--- config.mk ---
export PLATFORM = sky130hd
export DESIGN_NAME = ctmcp_top
export DESIGN_NICKNAME = d
export VERILOG_FILES = /design/src/hw/ctmcp_pkg.sv /design/src/hw/ctmcp_chan.sv /design/src/hw/ctmcp_top.sv
export SDC_FILE = /design/constraint.sdc
export NUM_CORES = 1
export LEC_CHECK = 0
export ABC_CLOCK_PERIOD_IN_PS = 9100
export BUFFER_PORTS_ARGS = -buffer_cell sky130_fd_sc_hd__clkbuf_2
export CELL_PAD_IN_SITES_DETAIL_PLACEMENT = 1
export CELL_PAD_IN_SITES_GLOBAL_PLACEMENT = 2
export CORE_UTILIZATION = 34
export CTS_CLUSTER_SIZE = 20
export DETAILED_ROUTE_END_ITERATION = 12
export PLACE_DENSITY = 0.8
export SYNTH_ARGS = -nofsm -noshare
export SYNTH_HDL_FRONTEND = slang
export SYNTH_SLANG_ARGS = --single-unit
--- constraint.sdc ---
create_clock -name i_clk -period 9.1 [get_ports i_clk]
set_input_delay 0.455 -clock i_clk [delete_from_list [all_inputs] [get_ports i_clk]]
set_output_delay 0.455 -clock i_clk [all_outputs]
set_load 0.01 [all_outputs]
--- src/hw/ctmcp_pkg.sv ---
// Shared constants and types of the counter/timer command block
package ctmcp_pkg;

  // ---------------------------------------------------------------
  // Sizes
  // ---------------------------------------------------------------
  localparam int NUM_CHAN = 5;
  localparam int WORD_W = 16;
  localparam int BYTE_W = 8;

  // ---------------------------------------------------------------
  // Port select
  // ---------------------------------------------------------------
  localparam logic PORT_DATA = 1'b0;
  localparam logic PORT_CMD = 1'b1;

  // ---------------------------------------------------------------
  // Command upper-bit codes
  // ---------------------------------------------------------------
  localparam logic [2:0] OP_PTR = 3'h0;
  localparam logic [2:0] OP_ARM = 3'h1;
  localparam logic [2:0] OP_LOAD = 3'h2;
  localparam logic [2:0] OP_LDARM = 3'h3;
  localparam logic [2:0] OP_DISSAVE = 3'h4;
  localparam logic [2:0] OP_SAVE = 3'h5;
  localparam logic [2:0] OP_DISARM = 3'h6;
  localparam logic [2:0] OP_MISC = 3'h7;

  // Sub-codes of the 111 group, bits 4:3
  localparam logic [1:0] SUB_CLR = 2'h0;
  localparam logic [1:0] SUB_SET = 2'h1;
  localparam logic [1:0] SUB_STEP = 2'h2;

  // Low bits of master control functions
  localparam logic [2:0] MC_SEQ = 3'h0;
  localparam logic [2:0] MC_GATE = 3'h6;
  localparam logic [2:0] MC_WIDTH = 3'h7;
  localparam logic [7:0] CMD_MASTER_RESET = 8'hFF;

  // ---------------------------------------------------------------
  // Pointer fields
  // ---------------------------------------------------------------
  localparam logic [2:0] GRP_FIRST = 3'h1;
  localparam logic [2:0] GRP_LAST = 3'h5;
  localparam logic [2:0] GRP_CTRL = 3'h7;
  localparam logic [1:0] EL_MODE = 2'h0;
  localparam logic [1:0] EL_LOADR = 2'h1;
  localparam logic [1:0] EL_HOLD = 2'h2;
  localparam logic [1:0] EL_HOLDINC = 2'h3;
  localparam logic [1:0] EL_ALARM1 = 2'h0;
  localparam logic [1:0] EL_ALARM2 = 2'h1;
  localparam logic [1:0] EL_MASTER = 2'h2;
  localparam logic [1:0] EL_STATUS = 2'h3;

  // ---------------------------------------------------------------
  // Master mode bit positions and reset values
  // ---------------------------------------------------------------
  localparam int MM_OUTPUT_GATE = 12;
  localparam int MM_BUS_WIDTH = 13;
  localparam int MM_SEQ_DISABLE = 14;
  localparam logic [15:0] MM_RESET = 16'h0000;
  localparam logic [1:0] EL_RESET = 2'h0;
  localparam logic [2:0] GRP_RESET = 3'h1;
  localparam logic BYTE_PTR_RESET = 1'b1;

  // ---------------------------------------------------------------
  // Per-counter command bundle
  // ---------------------------------------------------------------
  typedef struct packed {
    logic clear;
    logic arm;
    logic disarm;
    logic load;
    logic save;
    logic step;
    logic set_out;
    logic clr_out;
  } ctmcp_chan_cmd_t;

  // Register write into one counter group
  typedef struct packed {
    logic en;
    logic [1:0] sel;
    logic [15:0] data;
  } ctmcp_chan_wr_t;

endpackage

--- src/hw/ctmcp_chan.sv ---
// One 16-bit counter with mode, load and hold registers
`timescale 1ns/1ps
`default_nettype none
module ctmcp_chan (
  input wire logic i_clk,
  input wire logic i_rstn,
  input wire logic i_tick,
  input wire ctmcp_pkg::ctmcp_chan_cmd_t i_cmd,
  input wire ctmcp_pkg::ctmcp_chan_wr_t i_wr,
  output logic [15:0] o_mode,
  output logic [15:0] o_load,
  output logic [15:0] o_hold,
  output logic o_out,
  output logic o_armed
);
  import ctmcp_pkg::*;

  logic [15:0] mode_q, load_q, hold_q, count_q;
  logic [15:0] mode_d, load_d, hold_d, count_d;
  logic out_q, out_d, armed_q, armed_d;
  logic dec;
  logic wrap;

  // -------------------------------------------------------------
  // Counting
  // -------------------------------------------------------------
  assign dec = i_cmd.step | (armed_q & i_tick);
  assign wrap = (count_q == 16'h0000);

  always_comb begin
    mode_d = mode_q;
    load_d = load_q;
    hold_d = hold_q;
    count_d = count_q;
    out_d = out_q;
    armed_d = armed_q;
    if (i_cmd.clear) begin
      mode_d = 16'h0000;
      load_d = 16'h0000;
      hold_d = 16'h0000;
      count_d = 16'h0000;
      out_d = 1'b0;
      armed_d = 1'b0;
    end else begin
      if (i_wr.en && i_wr.sel == EL_MODE) mode_d = i_wr.data;
      if (i_wr.en && i_wr.sel == EL_LOADR) load_d = i_wr.data;
      if (i_wr.en && i_wr.sel[1]) hold_d = i_wr.data;
      if (i_cmd.save) hold_d = count_q;
      if (i_cmd.load) begin
        count_d = load_q;
      end else if (dec) begin
        count_d = wrap ? load_q : count_q - 16'h0001;
        if (wrap) out_d = ~out_q;
      end
      if (i_cmd.clr_out) out_d = 1'b0;
      if (i_cmd.set_out) out_d = 1'b1;
      if (i_cmd.arm) armed_d = 1'b1;
      if (i_cmd.disarm) armed_d = 1'b0;
    end
  end

  always_ff @(posedge i_clk or negedge i_rstn) begin
    if (!i_rstn) begin
      mode_q <= 16'h0000;
      load_q <= 16'h0000;
      hold_q <= 16'h0000;
      count_q <= 16'h0000;
      out_q <= 1'b0;
      armed_q <= 1'b0;
    end else begin
      mode_q <= mode_d;
      load_q <= load_d;
      hold_q <= hold_d;
      count_q <= count_d;
      out_q <= out_d;
      armed_q <= armed_d;
    end
  end

  assign o_mode = mode_q;
  assign o_load = load_q;
  assign o_hold = hold_q;
  assign o_out = out_q;
  assign o_armed = armed_q;
endmodule // ctmcp_chan
`default_nettype wire

--- src/hw/ctmcp_top.sv ---
// Command decoder and pointer-based register access of the counter block
`timescale 1ns/1ps
`default_nettype none
module ctmcp_top #(
  parameter int NCH = ctmcp_pkg::NUM_CHAN
) (
  input wire logic i_clk,
  input wire logic i_rstn,
  input wire logic i_port_sel,
  input wire logic i_wr,
  input wire logic i_rd,
  input wire logic [7:0] i_wdata,
  input wire logic [NCH-1:0] i_count_src,
  output logic [7:0] o_rdata,
  output logic o_rvalid,
  output logic [NCH-1:0] o_counter_out,
  output logic o_output_gate_bit,
  output logic o_bus_width_bit,
  output logic o_sequencing_disable_bit
);
  import ctmcp_pkg::*;

  // -------------------------------------------------------------
  // Port strobes
  // -------------------------------------------------------------
  logic cmd_wr, cmd_rd, data_wr, data_rd, xfer;
  assign cmd_wr = i_wr & (i_port_sel == PORT_CMD);
  assign cmd_rd = i_rd & (i_port_sel == PORT_CMD);
  assign data_wr = i_wr & (i_port_sel == PORT_DATA);
  assign data_rd = i_rd & (i_port_sel == PORT_DATA);
  assign xfer = data_wr | data_rd;

  // -------------------------------------------------------------
  // State
  // -------------------------------------------------------------
  logic [15:0] mm_q, mm_d;
  logic [15:0] alarm1_q, alarm1_d;
  logic [15:0] alarm2_q, alarm2_d;
  logic [1:0] elem_q, elem_d;
  logic [2:0] grp_q, grp_d;
  logic byte_q, byte_d;
  logic [7:0] lat_q, lat_d;
  logic [7:0] rdata_q, rdata_d;
  logic rvalid_q;

  // -------------------------------------------------------------
  // Command fields
  // -------------------------------------------------------------
  logic [2:0] op;
  logic [4:0] mask;
  logic [1:0] sub;
  logic [2:0] num;
  logic num_ok;
  logic [2:0] num_idx;
  logic is_misc, master_rst;
  logic ptr_load;
  assign op = i_wdata[7:5];
  assign mask = i_wdata[4:0];
  assign sub = i_wdata[4:3];
  assign num = i_wdata[2:0];
  assign num_ok = (num >= GRP_FIRST) && (num <= GRP_LAST);
  assign num_idx = num - 3'h1;
  assign is_misc = cmd_wr && (op == OP_MISC);
  assign master_rst = cmd_wr && (i_wdata == CMD_MASTER_RESET);
  assign ptr_load = cmd_wr && (op == OP_PTR);

  // Mask command kinds
  logic do_arm, do_load, do_save, do_disarm;
  assign do_arm = cmd_wr && (op == OP_ARM || op == OP_LDARM);
  assign do_load = cmd_wr && (op == OP_LOAD || op == OP_LDARM);
  assign do_save = cmd_wr && (op == OP_DISSAVE || op == OP_SAVE);
  assign do_disarm = cmd_wr && (op == OP_DISSAVE || op == OP_DISARM);

  // Single-counter kinds
  logic one_clr, one_set, one_step;
  assign one_clr = is_misc && sub == SUB_CLR && num_ok;
  assign one_set = is_misc && sub == SUB_SET && num_ok;
  assign one_step = is_misc && sub == SUB_STEP && num_ok;

  // Master control codes
  logic mc_lo, mc_hi;
  logic seq_clr, seq_set, gate_clr, gate_set, width_clr, width_set;
  assign mc_lo = is_misc && sub == SUB_CLR;
  assign mc_hi = is_misc && sub == SUB_SET;
  assign seq_clr = mc_lo && (num == MC_SEQ);
  assign seq_set = mc_hi && (num == MC_SEQ);
  assign gate_clr = mc_lo && (num == MC_GATE);
  assign gate_set = mc_hi && (num == MC_GATE);
  assign width_clr = mc_lo && (num == MC_WIDTH);
  assign width_set = mc_hi && (num == MC_WIDTH);

  // -------------------------------------------------------------
  // Pointer decode
  // -------------------------------------------------------------
  logic grp_ctl, grp_cnt;
  logic [2:0] cidx;
  assign grp_ctl = (grp_q == GRP_CTRL);
  assign grp_cnt = (grp_q >= GRP_FIRST) && (grp_q <= GRP_LAST);
  assign cidx = grp_q - 3'h1;

  logic bus16, seq_off;
  assign bus16 = mm_q[MM_BUS_WIDTH];
  assign seq_off = mm_q[MM_SEQ_DISABLE];

  // Transfer ends on the high byte, or on every access in word mode
  logic done;
  assign done = xfer & (bus16 | ~byte_q);

  logic [15:0] wr_word;
  assign wr_word = bus16 ? {8'h00, i_wdata} : {i_wdata, lat_q};
  logic wr_commit;
  assign wr_commit = data_wr & done;

  // -------------------------------------------------------------
  // Count source synchroniser
  // -------------------------------------------------------------
  // Two stages against metastability, the third only for edge detection
  logic [NCH-1:0] src_s1_q, src_s2_q, src_s3_q;
  logic [NCH-1:0] src_rise;

  always_ff @(posedge i_clk or negedge i_rstn) begin
    if (!i_rstn) begin
      src_s1_q <= '0;
      src_s2_q <= '0;
      src_s3_q <= '0;
    end else begin
      src_s1_q <= i_count_src;
      src_s2_q <= src_s1_q;
      src_s3_q <= src_s2_q;
    end
  end

  assign src_rise = src_s2_q & ~src_s3_q;

  // -------------------------------------------------------------
  // Counter channels
  // -------------------------------------------------------------
  logic [15:0] ch_mode [NCH];
  logic [15:0] ch_load [NCH];
  logic [15:0] ch_hold [NCH];
  logic [NCH-1:0] ch_out;

  genvar g;
  generate
    for (g = 0; g < NCH; g++) begin : g_chan
      ctmcp_chan_cmd_t cmd;
      ctmcp_chan_wr_t wr;
      logic hit;
      logic sel;
      assign hit = (num_idx == 3'(g));
      assign sel = mask[g];
      assign cmd.clear = master_rst;
      assign cmd.arm = do_arm & sel;
      assign cmd.load = do_load & sel;
      assign cmd.save = do_save & sel;
      assign cmd.disarm = do_disarm & sel;
      assign cmd.step = one_step & hit;
      assign cmd.set_out = one_set & hit;
      assign cmd.clr_out = one_clr & hit;
      assign wr.en = wr_commit & grp_cnt & (cidx == 3'(g));
      assign wr.sel = elem_q;
      assign wr.data = wr_word;
      ctmcp_chan u_chan (
        .i_clk(i_clk),
        .i_rstn(i_rstn),
        .i_tick(src_rise[g]),
        .i_cmd(cmd),
        .i_wr(wr),
        .o_mode(ch_mode[g]),
        .o_load(ch_load[g]),
        .o_hold(ch_hold[g]),
        .o_out(ch_out[g]),
        .o_armed()
      );
    end
  endgenerate

  // -------------------------------------------------------------
  // Read selection
  // -------------------------------------------------------------
  logic [15:0] cnt_word, ctl_word, rd_word;
  logic [7:0] status;
  logic [2:0] cidx_c;
  assign cidx_c = grp_cnt ? cidx : 3'h0;
  assign cnt_word = (elem_q == EL_MODE) ? ch_mode[cidx_c] :
                    (elem_q == EL_LOADR) ? ch_load[cidx_c] :
                    ch_hold[cidx_c];
  assign ctl_word = (elem_q == EL_ALARM1) ? alarm1_q :
                    (elem_q == EL_ALARM2) ? alarm2_q :
                    (elem_q == EL_MASTER) ? mm_q :
                    {8'h00, status};
  assign rd_word = grp_ctl ? ctl_word : (grp_cnt ? cnt_word : 16'h0000);
  // Only the byte pointer of the pointer state is visible
  assign status = {2'b00, ch_out[4:0], byte_q};

  // Word mode always hands over the low byte
  logic rd_low;
  assign rd_low = byte_q | bus16;

  always_comb begin
    rdata_d = rdata_q;
    if (cmd_rd) begin
      rdata_d = status;
    end else if (data_rd) begin
      rdata_d = rd_low ? rd_word[7:0] : rd_word[15:8];
    end
  end

  always_ff @(posedge i_clk or negedge i_rstn) begin
    if (!i_rstn) begin
      rdata_q <= 8'h00;
      rvalid_q <= 1'b0;
    end else begin
      rdata_q <= rdata_d;
      rvalid_q <= i_rd;
    end
  end

  // -------------------------------------------------------------
  // Control-group register writes
  // -------------------------------------------------------------
  logic ctl_wr;
  logic wr_alarm1, wr_alarm2, wr_master;
  assign ctl_wr = wr_commit & grp_ctl;
  assign wr_alarm1 = ctl_wr && (elem_q == EL_ALARM1);
  assign wr_alarm2 = ctl_wr && (elem_q == EL_ALARM2);
  assign wr_master = ctl_wr && (elem_q == EL_MASTER);
  // Status element is read-only: a write to it falls through

  always_comb begin
    mm_d = mm_q;
    alarm1_d = alarm1_q;
    alarm2_d = alarm2_q;
    if (wr_alarm1) alarm1_d = wr_word;
    if (wr_alarm2) alarm2_d = wr_word;
    if (wr_master) mm_d = wr_word;
    if (seq_clr) mm_d[MM_SEQ_DISABLE] = 1'b0;
    if (seq_set) mm_d[MM_SEQ_DISABLE] = 1'b1;
    if (gate_clr) mm_d[MM_OUTPUT_GATE] = 1'b0;
    if (gate_set) mm_d[MM_OUTPUT_GATE] = 1'b1;
    if (width_clr) mm_d[MM_BUS_WIDTH] = 1'b0;
    if (width_set) mm_d[MM_BUS_WIDTH] = 1'b1;
    if (master_rst) begin
      mm_d = MM_RESET;
      alarm1_d = 16'h0000;
      alarm2_d = 16'h0000;
    end
  end

  always_ff @(posedge i_clk or negedge i_rstn) begin
    if (!i_rstn) begin
      mm_q <= MM_RESET;
      alarm1_q <= 16'h0000;
      alarm2_q <= 16'h0000;
    end else begin
      mm_q <= mm_d;
      alarm1_q <= alarm1_d;
      alarm2_q <= alarm2_d;
    end
  end

  // -------------------------------------------------------------
  // Pointer sequencing
  // -------------------------------------------------------------
  logic [1:0] elem_nx;
  logic [2:0] grp_nx;
  assign elem_nx = (elem_q == EL_HOLD) ? EL_MODE : elem_q + 2'h1;
  assign grp_nx = (grp_q == GRP_LAST) ? GRP_FIRST : grp_q + 3'h1;

  always_comb begin
    elem_d = elem_q;
    grp_d = grp_q;
    byte_d = byte_q;
    lat_d = lat_q;
    if (data_wr && byte_q) lat_d = i_wdata;
    if (xfer && !bus16) byte_d = ~byte_q;
    if (done && !seq_off) begin
      if (grp_cnt && elem_q == EL_HOLDINC) begin
        grp_d = grp_nx;
      end else if (elem_q != EL_HOLDINC && (grp_cnt || grp_ctl)) begin
        elem_d = elem_nx;
      end
    end
    if (ptr_load) begin
      elem_d = i_wdata[4:3];
      grp_d = i_wdata[2:0];
      byte_d = 1'b1;
    end
    if (master_rst) begin
      elem_d = EL_RESET;
      grp_d = GRP_RESET;
      byte_d = BYTE_PTR_RESET;
    end
  end

  // -------------------------------------------------------------
  // Registers
  // -------------------------------------------------------------
  always_ff @(posedge i_clk or negedge i_rstn) begin
    if (!i_rstn) begin
      elem_q <= EL_RESET;
      grp_q <= GRP_RESET;
      byte_q <= BYTE_PTR_RESET;
      lat_q <= 8'h00;
    end else begin
      elem_q <= elem_d;
      grp_q <= grp_d;
      byte_q <= byte_d;
      lat_q <= lat_d;
    end
  end

  assign o_rdata = rdata_q;
  assign o_rvalid = rvalid_q;
  assign o_counter_out = ch_out;
  assign o_output_gate_bit = mm_q[MM_OUTPUT_GATE];
  assign o_bus_width_bit = mm_q[MM_BUS_WIDTH];
  assign o_sequencing_disable_bit = mm_q[MM_SEQ_DISABLE];
endmodule // ctmcp_top
`default_nettype wire

==> results.ini, run 1 <==
[floorplan]
die_area_mm2 = 0.0683
start_util = 0.345
io_pins = 35
fp.dieH_um = 261
coreArea_mm2 = 0.0662
fp-row-count = 94
die_width_um = 261

[global_routing]
grt-ovfl-total = 0
grt_pass1_vias = 21700
antenna_found_initial = 7
grt_usage = 0.311
grt_pass1_wl_mm = 155
grt_max_degree = 169

[timing]
layout_setup_ws_ns = 3.99
rsz0062_at_grt = no
tightestPinTransition_ns = 1.37
drv_slew = 0
max_slew_margin = 0.0842
period_share = 0.562
finalSetupViolCount = 0
period_minus_slack_ns = 5.11
skew_ns = 0.0303
finalHoldViolCount = 0
setup_tns_ns = 0
max_freq_mhz = 196

[routing]
drt_first_pass_iters = 7
routedWlPerCell_um = 29.6
viasPerCell = 6.11
ant_nets = 0
first_iter_violations = 2259
via_count = 21800
wl_mm = 106
route.detailed.drc = 0

[power_and_ir_drop]
power.switching_w = 0.00437
power.leakage_nw = 11.1
swShare = 0.463
combPwrFrac = 0.409
internal_power_w = 0.00508
power.share.sequential = 0.354
p_clk_frac = 0.237
ir_drop_mv = 0.186
power.density_mw_per_mm2 = 368

[yosys]
yosysUniqueCellTypes = 81
synth-compound-area-share = 0.220
synth_ff_type = dfrtp_1
synth_edf_count = 0
synthMuxAreaShare = 0.0552
synth_area_leader_cell = dfrtp_1
yosys-top-cells-area = dfrtp_1 45%, nor2_1 7.7%, a21oi_1 6.8%
synth_area_per_cell_um2 = 8.37
synthAdderAreaFrac = 0.00875
synth_top_family_by_area = compound AO/OA/AOI/OAI gates
async_reset_ff_frac = 1.00
yosysWarnings = 0
yosysTopAreaCellShare = 0.453
synth-seq-cells = 416
synth_nets = 2768
yosys.area_share.simple = 0.211
netlist_instances = 2734
synth_xor_area_frac = 0.00306
syn-cell-area_mm2 = 0.0229
seq_area_frac_synth = 0.455

[critical_path]
cp-end-kind = flop
cp.required_ns = 9.60
arrival_ns = 5.62
cp_cell_sequence = buf_4, ha_1, nand2b_1, o21ai_2, nor3_2, nand2_1, nor2_2, nor2_1, a211oi_1
slowest_delay_ns = 0.89
critPathSlowestCell = nor2_2
critPathKind = flop to flop
crit_family = simple AND/OR/NAND/NOR gates
crit_fanout = 37
cp_num_buf_inv = 1
critPathLaunchType = flop

[run_status]
status = complete, no violations

[layout]
multi_input_area_mm2 = 0.0116
seq_area_mm2 = 0.0104
layout_commonest_cell = nor2_1
final_cell_mix = 470 x nor2_1, 412 x dfrtp_1, 364 x nand2_1
nFillCells = 7709
nNetsFinal = 2698
num_antenna_cells = 0
drive_gt1_frac = 0.101
area_growth_pct = 12.3

[place]
post-place-ws_ns = 4.13
dp_hpwl_mm = 74.1
gp_congestion = 0.993
port_buffers = 34

[clock_network]
ctsRootBufferMaster = clkbuf_16
ctsLongestPathBuffers = 3
cts_max_level = 2
cts_tree = built
clk_pin_slew_ns = 0.06
clk-insertion-delay-late_ns = 0.62
cts.sinks = 416
numCtsBuffers = 52

[hold_path]
holdCritPathClass = input port to flop

[flow_run]
drv_cap = 0

[power by group through the flow]
stage,Clock (W),Combinational [W],Sequential [W]
after floorplan,0,0.00234,0.00290
after global placement,0,0.00370,0.00332
after detailed placement,0,0.00377,0.00334
after CTS,0.00227,0.00379,0.00332
after global routing,0.00234,0.00411,0.00340
final,0.00224,0.00387,0.00334
[final timing paths]
check | from | slack [ns] | depth (start not counted) | endpoint
max in group asynchronous | i_rstn | 6.82 | 3 | g_chan[4].u_chan.count_q[11]$_DFFE_PN0P_
setup reg to reg | grp_q[0]$_DFFE_PN1P_ | 3.99 | 9 | g_chan[2].u_chan.o_load[5]$_DFFE_PN0P_
setup / recovery | grp_q[0]$_DFFE_PN1P_ | 3.99 | 9 | g_chan[2].u_chan.o_load[5]$_DFFE_PN0P_
hold reg to reg | src_s1_q[1]$_DFF_PN0_ | 0.35 | 0 | src_s2_q[1]$_DFF_PN0_
min in group asynchronous | i_rstn | 0.52 | 2 | g_chan[3].u_chan.count_q[4]$_DFFE_PN0P_
hold / removal | i_wdata[7] | 0.25 | 2 | lat_q[7]$_DFFE_PN0P_
[cell type report]
class / instances / area share
multi-input combinational: 2063 / 0.450
sequential: 416 / 0.405
clock buffer: 80 / 0.0611
tap: 864 / 0.0421
timing repair buffer: 101 / 0.0277
clock inverter: 15 / 0.00945
inverter: 30 / 0.00438
[flip-flops by register name, summed over array words and instances (netlist names)]
name	cells
byte_q	1
alarm1_q	16
elem_q	2
src_s2_q	5
src_s3_q	5
src_s1_q	5
mm_q	16
g_chan.u_chan.count_q	80
g_chan.u_chan.o_load	80
lat_q	8
g_chan.u_chan.o_armed	5
o_rdata	8
g_chan.u_chan.o_out	5
g_chan.u_chan.o_mode	80
o_rvalid	1
g_chan.u_chan.o_hold	80
alarm2_q	16
grp_q	3
[what timing repair did]
| item | in CTS | in global routing |
|---|---|---|
| setup buffers | 0 | 0 |
| resized for setup | 0 | 0 |
| hold buffers | 6 | 0 |
| hold endpoints to repair | 21 | 0 |
[stage by stage]
stage / std cells / utilization / area [um2] / hold slack, ns / power (W)
after floorplan: 2734 / - / 22900 / 0.159 / 0.00524
after global placement: 3468 / 0.360 / 23800 / 0.334 / 0.00702
after detailed placement: 3468 / 0.360 / 23800 / 0.342 / 0.00711
after CTS: 3569 / 0.388 / 25700 / 0.218 / 0.00938
after global routing: 3569 / 0.388 / 25700 / 0.244 / 0.00984
final: 3569 / 0.388 / 25700 / 0.248 / 0.00945
[routing by layer]
metal / part of all wire / wire length (um) / GRT usage
met4: 0.042 / 4390 / 0.124
met3: 0.052 / 5510 / 0.0353
met5: 0 / 0 / 0
met2: 0.45 / 47600 / 0.482
met1: 0.46 / 48200 / 0.442
[kinds of logic (layout without fill, tap and decap cells)]
group	Yosys count	count (layout)
mux	108	108
fa+ha+maj	16	16
buf+inv	255	226
flops	416	416
xor+xnor	8	8
compound gates	813	813
simple gates	1118	1118
[worst register-to-register path: stages (launching register included)]
cell and delay [ns]:
dfstp_2 0.82, buf_4 0.52, ha_1 0.63, nand2b_1 0.58
o21ai_2 0.28, nor3_2 0.60, nand2_1 0.20, nor2_2 0.89
nor2_1 0.15, a211oi_1 0.35
[synth_stat cells, drive strengths merged (28+ instances only)]
cell type  count
o211ai        34
dfrtp        414
inv           28
a21oi        311
nand3         81
mux2          36
buf           67
nand2        364
o31ai         43
clkbuf       158
mux2i         61
nor2         472
o21ai        182
a211oi        79
nor3          45
No activity file was read; power rests on OpenSTA's default activity.
==> inputs of run 2 (changes only) <==
--- a/config.mk
+++ b/config.mk
@@ -5,14 +5,14 @@
 export SDC_FILE = /design/constraint.sdc
 export NUM_CORES = 1
 export LEC_CHECK = 0
-export ABC_CLOCK_PERIOD_IN_PS = 9100
+export ABC_CLOCK_PERIOD_IN_PS = 4250
 export BUFFER_PORTS_ARGS = -buffer_cell sky130_fd_sc_hd__clkbuf_2
 export CELL_PAD_IN_SITES_DETAIL_PLACEMENT = 1
 export CELL_PAD_IN_SITES_GLOBAL_PLACEMENT = 2
 export CORE_UTILIZATION = 34
 export CTS_CLUSTER_SIZE = 20
 export DETAILED_ROUTE_END_ITERATION = 12
-export PLACE_DENSITY = 0.8
+export PLACE_DENSITY = 0.82
 export SYNTH_ARGS = -nofsm -noshare
 export SYNTH_HDL_FRONTEND = slang
 export SYNTH_SLANG_ARGS = --single-unit
==> constraint.sdc (replaced) <==
create_clock -name i_clk -period 4.25 [get_ports i_clk]
set_input_delay 0.2125 -clock i_clk [delete_from_list [all_inputs] [get_ports i_clk]]
set_output_delay 0.2125 -clock i_clk [all_outputs]
set_load 0.01 [all_outputs]
==> run 2 against run 1 <==
  * Final area rose by 1.4%
  * Wire length rose by 1.5%
  * Power rose by 110%
  * Final cell count rose by 1.2%
  * Non-clock buffer count rose by 43
  * Fmax rose by 28%
  * Hold slack got worse by 0.21 ns
  * Sequential cell count did not move
  * Sequential power rose by 110%
  * Critical endpoint is now o_rdata[1]$_DFFE_PN0P_
  * Highest routed layer is now met5
==> results.ini, run 2 (synthesis results as in run 1) <==
[global_routing]
antenna_found_initial = 7  ; unchanged
grt_pass1_vias = 22400  ; was 21700
grt_usage = 0.317  ; was 0.311
grt_pass1_wl_mm = 159  ; was 155 mm
grt-ovfl-total = 0  ; unchanged
grt_max_degree = 104  ; was 169

[floorplan]
fp.dieH_um = 261  ; unchanged
io_pins = 35  ; unchanged
start_util = 0.345  ; unchanged
die_width_um = 261  ; unchanged
die_area_mm2 = 0.0683  ; unchanged
fp-row-count = 94  ; unchanged
coreArea_mm2 = 0.0662  ; unchanged

[critical_path]
critPathSlowestCell = a2111oi_0  ; was nor2_2
critPathKind = flop to flop  ; unchanged
crit_fanout = 14  ; was 37
slowest_delay_ns = 1.03  ; was 0.89 ns
cp-end-kind = flop  ; unchanged
reg2reg_depth = 8  ; was 9
cp.required_ns = 4.74  ; was 9.60 ns
critPathLaunchType = flop  ; unchanged
arrival_ns = 4.50  ; was 5.62 ns
cp_cell_sequence = ha_1, buf_4, inv_1, a21oi_4, mux2i_1, a2111oi_0, a211oi_1, o41ai_1  ; was buf_4, ha_1, nand2b_1, o21ai_2, nor3_2, nand2_1, nor2_2, nor2_1, a211oi_1

[power_and_ir_drop]
p_total_w = 0.0202  ; was 0.00945 W
power.leakage_nw = 11.3  ; was 11.1 nW
ir_drop_mv = 0.564  ; was 0.186 mV
power.density_mw_per_mm2 = 774  ; was 368 mW/mm2

[routing]
first_iter_violations = 1687  ; was 2259
via_count = 22000  ; was 21800
route.detailed.drc = 0  ; unchanged
drt_first_pass_iters = 5  ; was 7
routedWlPerCell_um = 29.7  ; was 29.6 um
wl_mm = 107  ; was 106 mm
ant_nets = 0  ; unchanged
viasPerCell = 6.08  ; was 6.11

[layout]
seq_area_mm2 = 0.0104  ; unchanged
multi_input_area_mm2 = 0.0116  ; about the same
final_cell_mix = 469 x nor2_1, 412 x dfrtp_1, 364 x nand2_1  ; was 470 x nor2_1, 412 x dfrtp_1, 364 x nand2_1
drive_gt1_frac = 0.116  ; was 0.101
nFillCells = 7727  ; was 7709
nNetsFinal = 2739  ; was 2698
area_growth_pct = 13.9  ; was 12.3%
layout_commonest_cell = nor2_1  ; unchanged

[place]
port_buffers = 34  ; unchanged
dp_hpwl_mm = 75.7  ; was 74.1 mm
post-place-ws_ns = 0.386  ; was 4.13 ns
gp_congestion = 1.00  ; was 0.993

[timing]
layout_setup_ws_ns = 0.243  ; was 3.99 ns
max_freq_mhz = 250  ; was 196 MHz
drv_slew = 0  ; unchanged
period_share = 0.943  ; was 0.562
tightestPinTransition_ns = 1.24  ; was 1.37 ns
period_minus_slack_ns = 4.01  ; was 5.11 ns
finalHoldViolCount = 0  ; unchanged
whs_ns = 0.0431  ; was 0.248 ns
setup_tns_ns = 0  ; unchanged
skew_ns = 0.0242  ; was 0.0303 ns
max_slew_margin = 0.175  ; was 0.0842
finalSetupViolCount = 0  ; unchanged
rsz0062_at_grt = no  ; unchanged

[clock_network]
post_cts_resized = 0  ; unchanged
clk-insertion-delay-late_ns = 0.62  ; about the same
cts_max_level = 2  ; unchanged
ctsLongestPathBuffers = 3  ; unchanged
cts.sinks = 416  ; unchanged
clk_pin_slew_ns = 0.06  ; about the same
cts_tree = built  ; unchanged
postCtsSetupRepairBufs = 0  ; unchanged
ctsRootBufferMaster = clkbuf_16  ; unchanged
numCtsBuffers = 50  ; was 52

[hold_path]
holdPathStages = 2  ; unchanged
holdCritPathClass = input port to flop  ; unchanged

[run_status]
status = complete, no violations  ; unchanged

[flow_run]
drv_cap = 0  ; unchanged

[run 2: cell types whose count changed in the layout (fill, tap and decap cells not counted), sizes merged]
cell         delta
diode           +3
dlygate4sd3     +1
bufinv          +2
inv             +3
clkinvlp        +2
clkbuf         -14
buf            +42
clkinv          +5
[run 2: layout make-up]
class	instances	share of cell area
Multi-Input combinational cell	2063	0.443
Sequential cell	416	0.400
Clock buffer	66	0.0538
Timing Repair Buffer	144	0.0431
Tap cell	864	0.0415
Clock inverter	27	0.0140
Inverter	30	0.00432
Antenna cell	3	0.000288
[run 2: metrics by stage]
stage / area (um2) / instances / util
CTS: 26100 / 3610 / 0.393
global route: 26100 / 3610 / 0.393
detailed placement: 24200 / 3510 / 0.366
floorplan: 22900 / 2734 / -
global placement: 24200 / 3510 / 0.366
finish: 26100 / 3613 / 0.394
[run 2: path summary, 6_finish.rpt]
check | start | endpoint | slack, ns
max in group asynchronous | i_rstn | g_chan[1].u_chan.o_armed$_DFFE_PN0P_ | 2.83
worst max-delay path | grp_q[0]$_DFFE_PN1P_ | o_rdata[1]$_DFFE_PN0P_ | 0.24
worst min register to register | src_s1_q[0]$_DFF_PN0_ | src_s2_q[0]$_DFF_PN0_ | 0.35
worst min-delay path | i_wdata[5] | lat_q[5]$_DFFE_PN0P_ | 0.04
worst max register to register | grp_q[0]$_DFFE_PN1P_ | o_rdata[1]$_DFFE_PN0P_ | 0.24
min in group asynchronous | i_rstn | g_chan[3].u_chan.o_load[0]$_DFFE_PN0P_ | 0.28
[run 2: what timing repair did]
item                                    in CTS  in global routing
hold endpoints to repair                   104                  0
endpoints found under the setup margin       0                  0
hold buffers                                 7                  0
[run 2: critical path: cells and delay by family, from the launching register on]
kind            cells  cell delay [ns]
flops               1             0.67
fa+ha+maj           1             0.39
compound gates      4             2.26
buf+inv             2             0.32
mux                 1             0.24
[run 2: where the power goes]
part | leakage (nW) | internal, W | switching (W) | total [W]
sequential | 5.41 | 0.00537 | 0.00174 | 0.00712
combinational | 5.00 | 0.00276 | 0.00559 | 0.00834
clock | 0.870 | 0.00281 | 0.00190 | 0.00471
total | 11.3 | 0.0109 | 0.00923 | 0.0202
[run 2: metal layers]
layer,GRT usage,routed length (um),up-vias
met1,0.437,47500,11400
met5,0,59,-
li1,-,-,9659
met2,0.495,48800,676
met4,0.130,4600,10
met3,0.0516,6410,213
==> inputs of run 3 (changes only) <==
--- a/config.mk
+++ b/config.mk
@@ -5,7 +5,8 @@
 export SDC_FILE = /design/constraint.sdc
 export NUM_CORES = 1
 export LEC_CHECK = 0
-export ABC_CLOCK_PERIOD_IN_PS = 4250
+export ABC_AREA = 1
+export ABC_CLOCK_PERIOD_IN_PS = 3750
 export BUFFER_PORTS_ARGS = -buffer_cell sky130_fd_sc_hd__clkbuf_2
 export CELL_PAD_IN_SITES_DETAIL_PLACEMENT = 1
 export CELL_PAD_IN_SITES_GLOBAL_PLACEMENT = 2
==> constraint.sdc (replaced) <==
create_clock -name i_clk -period 3.75 [get_ports i_clk]
set_input_delay 0.1875 -clock i_clk [delete_from_list [all_inputs] [get_ports i_clk]]
set_output_delay 0.1875 -clock i_clk [all_outputs]
set_load 0.01 [all_outputs]
==> run 3 against run 2 <==
  * Worst setup slack better by 0.071 ns
  * Sequential power up 4.2%
  * Combinational power up 39%
  * Hold slack better by 0.019 ns
  * Wire length down 7.4%
  * First-iteration DRC count up 21%
  * Synthesized area down 1.2%
  * Critical path depth up 5
  * Register-to-register slack better by 0.22 ns
  * Sequential cell count unchanged
  * Critical endpoint is now g_chan[2].u_chan.o_load[12]$_DFFE_PN0P_
==> results.ini, run 3 <==
[yosys]
syn-cell-area_mm2 = 0.0226  ; was 0.0229 mm2
yosysTopAreaCellShare = 0.459  ; was 0.453
synth_area_per_cell_um2 = 7.60  ; was 8.37 um2
seq_area_frac_synth = 0.461  ; was 0.455
async_reset_ff_frac = 1.00  ; unchanged
yosys-top-cells-area = dfrtp_1 46%, nand2_1 12%, o21ai_0 6.9%  ; was dfrtp_1 45%, nor2_1 7.7%, a21oi_1 6.8%
synth-seq-cells = 416  ; unchanged
synth_common_cells = 724 x nand2_1, 414 x dfrtp_1, 310 x o21ai_0  ; was 470 x nor2_1, 414 x dfrtp_1, 364 x nand2_1
netlist_instances = 2971  ; was 2734
synth_nets = 3005  ; was 2768
yosysUniqueCellTypes = 51  ; was 81
synth_ff_type = dfrtp_1  ; unchanged
yosysMostFrequentCell = nand2_1  ; was nor2_1
synth_area_leader_cell = dfrtp_1  ; unchanged
synth_edf_count = 0  ; unchanged
yosysWarnings = 0  ; unchanged

[critical_path]
critPathKind = input port to flop  ; was flop to flop
reg2reg_to = o_rdata[3]$_DFFE_PN0P_  ; was o_rdata[1]$_DFFE_PN0P_
cp-end-kind = flop  ; unchanged
critPathLaunchType = input port  ; was flop
critPathSlowestCell = nor3_2  ; was a2111oi_0
slowest_delay_ns = 0.68  ; was 1.03 ns
reg2reg_depth = 7  ; was 8
arrival_ns = 3.90  ; was 4.50 ns
cp_num_buf_inv = 4  ; was 2
cp_cell_sequence = dlygate4sd3_1, clkbuf_2, inv_2, a21oi_2, o21ai_2, nor3_2, nand2_2, nor2_1, nand2_1, nand2_2, inv_1, nand2_1, o21ai_0  ; was ha_1, buf_4, inv_1, a21oi_4, mux2i_1, a2111oi_0, a211oi_1, o41ai_1
rrSetupSlack_ns = 0.46  ; was 0.24 ns
cp.required_ns = 4.21  ; was 4.74 ns
rr_startpoint = mm_q[13]$_DFFE_PN0P_  ; was grp_q[0]$_DFFE_PN1P_
crit_fanout = 17  ; was 14
crit_family = simple AND/OR/NAND/NOR gates  ; was compound AO/OA/AOI/OAI gates

[timing]
max_freq_mhz = 291
period_minus_slack_ns = 3.44
skew_ns = 0.0252  ; was 0.0242 ns
period_share = 0.916
finalHoldViolCount = 0  ; unchanged
max_slew_margin = 0.248  ; was 0.175
setup_tns_ns = 0  ; unchanged
rsz0062_at_grt = no  ; unchanged
drv_slew = 0  ; unchanged
tightestPinTransition_ns = 1.12  ; was 1.24 ns
finalSetupViolCount = 0  ; unchanged

[place]
dp_hpwl_mm = 72.0  ; was 75.7 mm
port_buffers = 34  ; unchanged
gp_congestion = 0.968  ; was 1.00

[layout]
nNetsFinal = 3002  ; was 2739
multi_input_area_mm2 = 0.0102  ; was 0.0116 mm2
drive_gt1_frac = 0.0842  ; was 0.116
nFillCells = 7974  ; was 7727
seq_area_mm2 = 0.0104  ; about the same
final_cell_mix = 721 x nand2_1, 414 x dfrtp_1, 310 x o21ai_0  ; was 469 x nor2_1, 412 x dfrtp_1, 364 x nand2_1
layout_commonest_cell = nand2_1  ; was nor2_1
area_growth_pct = 12.5  ; was 13.9%

[power_and_ir_drop]
power.leakage_nw = 11.7  ; was 11.3 nW
power.density_mw_per_mm2 = 943  ; was 774 mW/mm2
ir_drop_mv = 0.493  ; was 0.564 mV
p_total_w = 0.0240  ; was 0.0202 W

[hold_path]
holdPathStages = 3  ; was 2
hp-start = i_wdata[3]  ; was i_wdata[5]
holdCritPathClass = input port to flop  ; unchanged
holdPathEnd = g_chan[3].u_chan.o_armed$_DFFE_PN0P_  ; was lat_q[5]$_DFFE_PN0P_

[global_routing]
grt-ovfl-total = 0  ; unchanged
use_met3 = 0.0338  ; was 0.0516
grt_pass1_vias = 22100  ; was 22400
antenna_found_initial = 3  ; was 7
grt_pass1_wl_mm = 149  ; was 159 mm
grt_usage = 0.297  ; was 0.317
grt_use_met1 = 0.410  ; was 0.437
grt_max_degree = 107  ; was 104
use_met2 = 0.471  ; was 0.495
busiest_layer = met2  ; unchanged

[clock_network]
numCtsBuffers = 49  ; was 50
ctsLongestPathBuffers = 3  ; unchanged
clk-insertion-delay-late_ns = 0.62  ; about the same
cts.sinks = 416  ; unchanged
cts_tree = built  ; unchanged
cts_max_level = 2  ; unchanged
clk_pin_slew_ns = 0.06  ; about the same
post_cts_resized = 0  ; unchanged
ctsRootBufferMaster = clkbuf_16  ; unchanged

[floorplan]
die_area_mm2 = 0.0675  ; was 0.0683 mm2
io_pins = 35  ; unchanged
die_width_um = 260  ; was 261 um
fp.dieH_um = 260  ; was 261 um
fp-row-count = 94  ; unchanged
start_util = 0.344  ; was 0.345
coreArea_mm2 = 0.0657  ; was 0.0662 mm2

[routing]
viasPerCell = 5.68  ; was 6.08
via_count = 22000  ; about the same
ant_nets = 0  ; unchanged
first_iter_violations = 2039  ; was 1687
drt_first_pass_iters = 6  ; was 5
routedWlPerCell_um = 25.7  ; was 29.7 um
wl_mm = 99.5  ; was 107 mm
route.detailed.drc = 0  ; unchanged

[run_status]
status = complete, no violations  ; unchanged

[flow_run]
drv_cap = 0  ; unchanged

[run 3: cell count changes in the layout (fill, tap and decap cells not counted), moves of 32 or more]
cell and change:
o21ai_0 +133, inv_1 +225, nand2_1 +357, o31ai_1 -41, xor2_1 +32, a211oi_1 -75, mux2_2 -36, nand3_1 +168
mux2i_1 -53, o21ai_1 +93, nor2_1 -222, o22ai_1 +35, a21oi_1 -175
[run 3: kinds of logic after synthesis]
| kind of cell | count (synthesis) | synth area share |
|---|---|---|
| AND/OR/NAND/NOR | 1304 | 0.241 |
| flip-flops | 416 | 0.461 |
| adder cells (fa/ha/maj) | 16 | 0.00886 |
| buffers and inverters | 454 | 0.0871 |
| XOR/XNOR | 43 | 0.0167 |
| AO/OA/AOI/OAI | 738 | 0.185 |
[run 3: per-layer routing]
metal | vias to the layer above | wire length, um
met5 | - | 13
met4 | 2 | 4330
met3 | 172 | 5530
met2 | 694 | 45800
met1 | 11200 | 43800
li1 | 9878 | -
[run 3: metrics by stage]
stage,instances,instance area [um2],hold slack (ns),setup WS (ns),utilization
4_1_cts,3869,25400,0.00787,0.492,0.386
5_1_grt,3870,25400,0.0672,0.231,0.386
6_report,3871,25400,0.0621,0.314,0.386
2_1_floorplan,2971,22600,-0.108,0.949,-
3_5_place_dp,3767,23600,0.210,0.442,0.360
3_3_place_gp,3767,23600,0.200,0.524,0.360
[run 3: report_power, final]
part | internal [W] | switching, W | total [W]
clock | 0.00290 | 0.00206 | 0.00496
combinational | 0.00333 | 0.00826 | 0.0116
sequential | 0.00598 | 0.00144 | 0.00742
total | 0.0122 | 0.0118 | 0.0240
[run 3: area by class of cell]
cell class | instances | share of cell area
sequential | 416 | 0.410
antenna | 1 | 0.0000985
inverter | 273 | 0.0404
timing repair buffer | 127 | 0.0399
clock buffer | 71 | 0.0558
tap | 864 | 0.0425
clock inverter | 18 | 0.00813
multi-input combinational | 2101 | 0.403
[run 3: worst max path at each step]
stage                         startpoint                                       to  slack (ns)  cells past startpoint
floorplan           grp_q[0]$_DFFE_PN1P_                   o_rdata[4]$_DFFE_PN0P_        0.95                     17
global placement                    i_rd   g_chan[2].u_chan.o_load[4]$_DFFE_PN0P_        0.52                     12
detailed placement                  i_rd  g_chan[2].u_chan.o_load[12]$_DFFE_PN0P_        0.44                     12
CTS                                 i_rd  g_chan[2].u_chan.o_load[12]$_DFFE_PN0P_        0.49                     12
global route                        i_rd  g_chan[2].u_chan.o_load[12]$_DFFE_PN0P_        0.23                     13
finish                              i_rd  g_chan[2].u_chan.o_load[12]$_DFFE_PN0P_        0.31                     13
[run 3: worst min-delay path: cells and delay by family]
kind	cells	cell delay (ns)
buffers and inverters	1	0.24
and+or+nand+nor	2	0.21
[run 3: repair_timing]
action                    in CTS  in global routing
hold buffers                  13                  1
setup buffers                  0                  0
hold endpoints to repair      70                  1
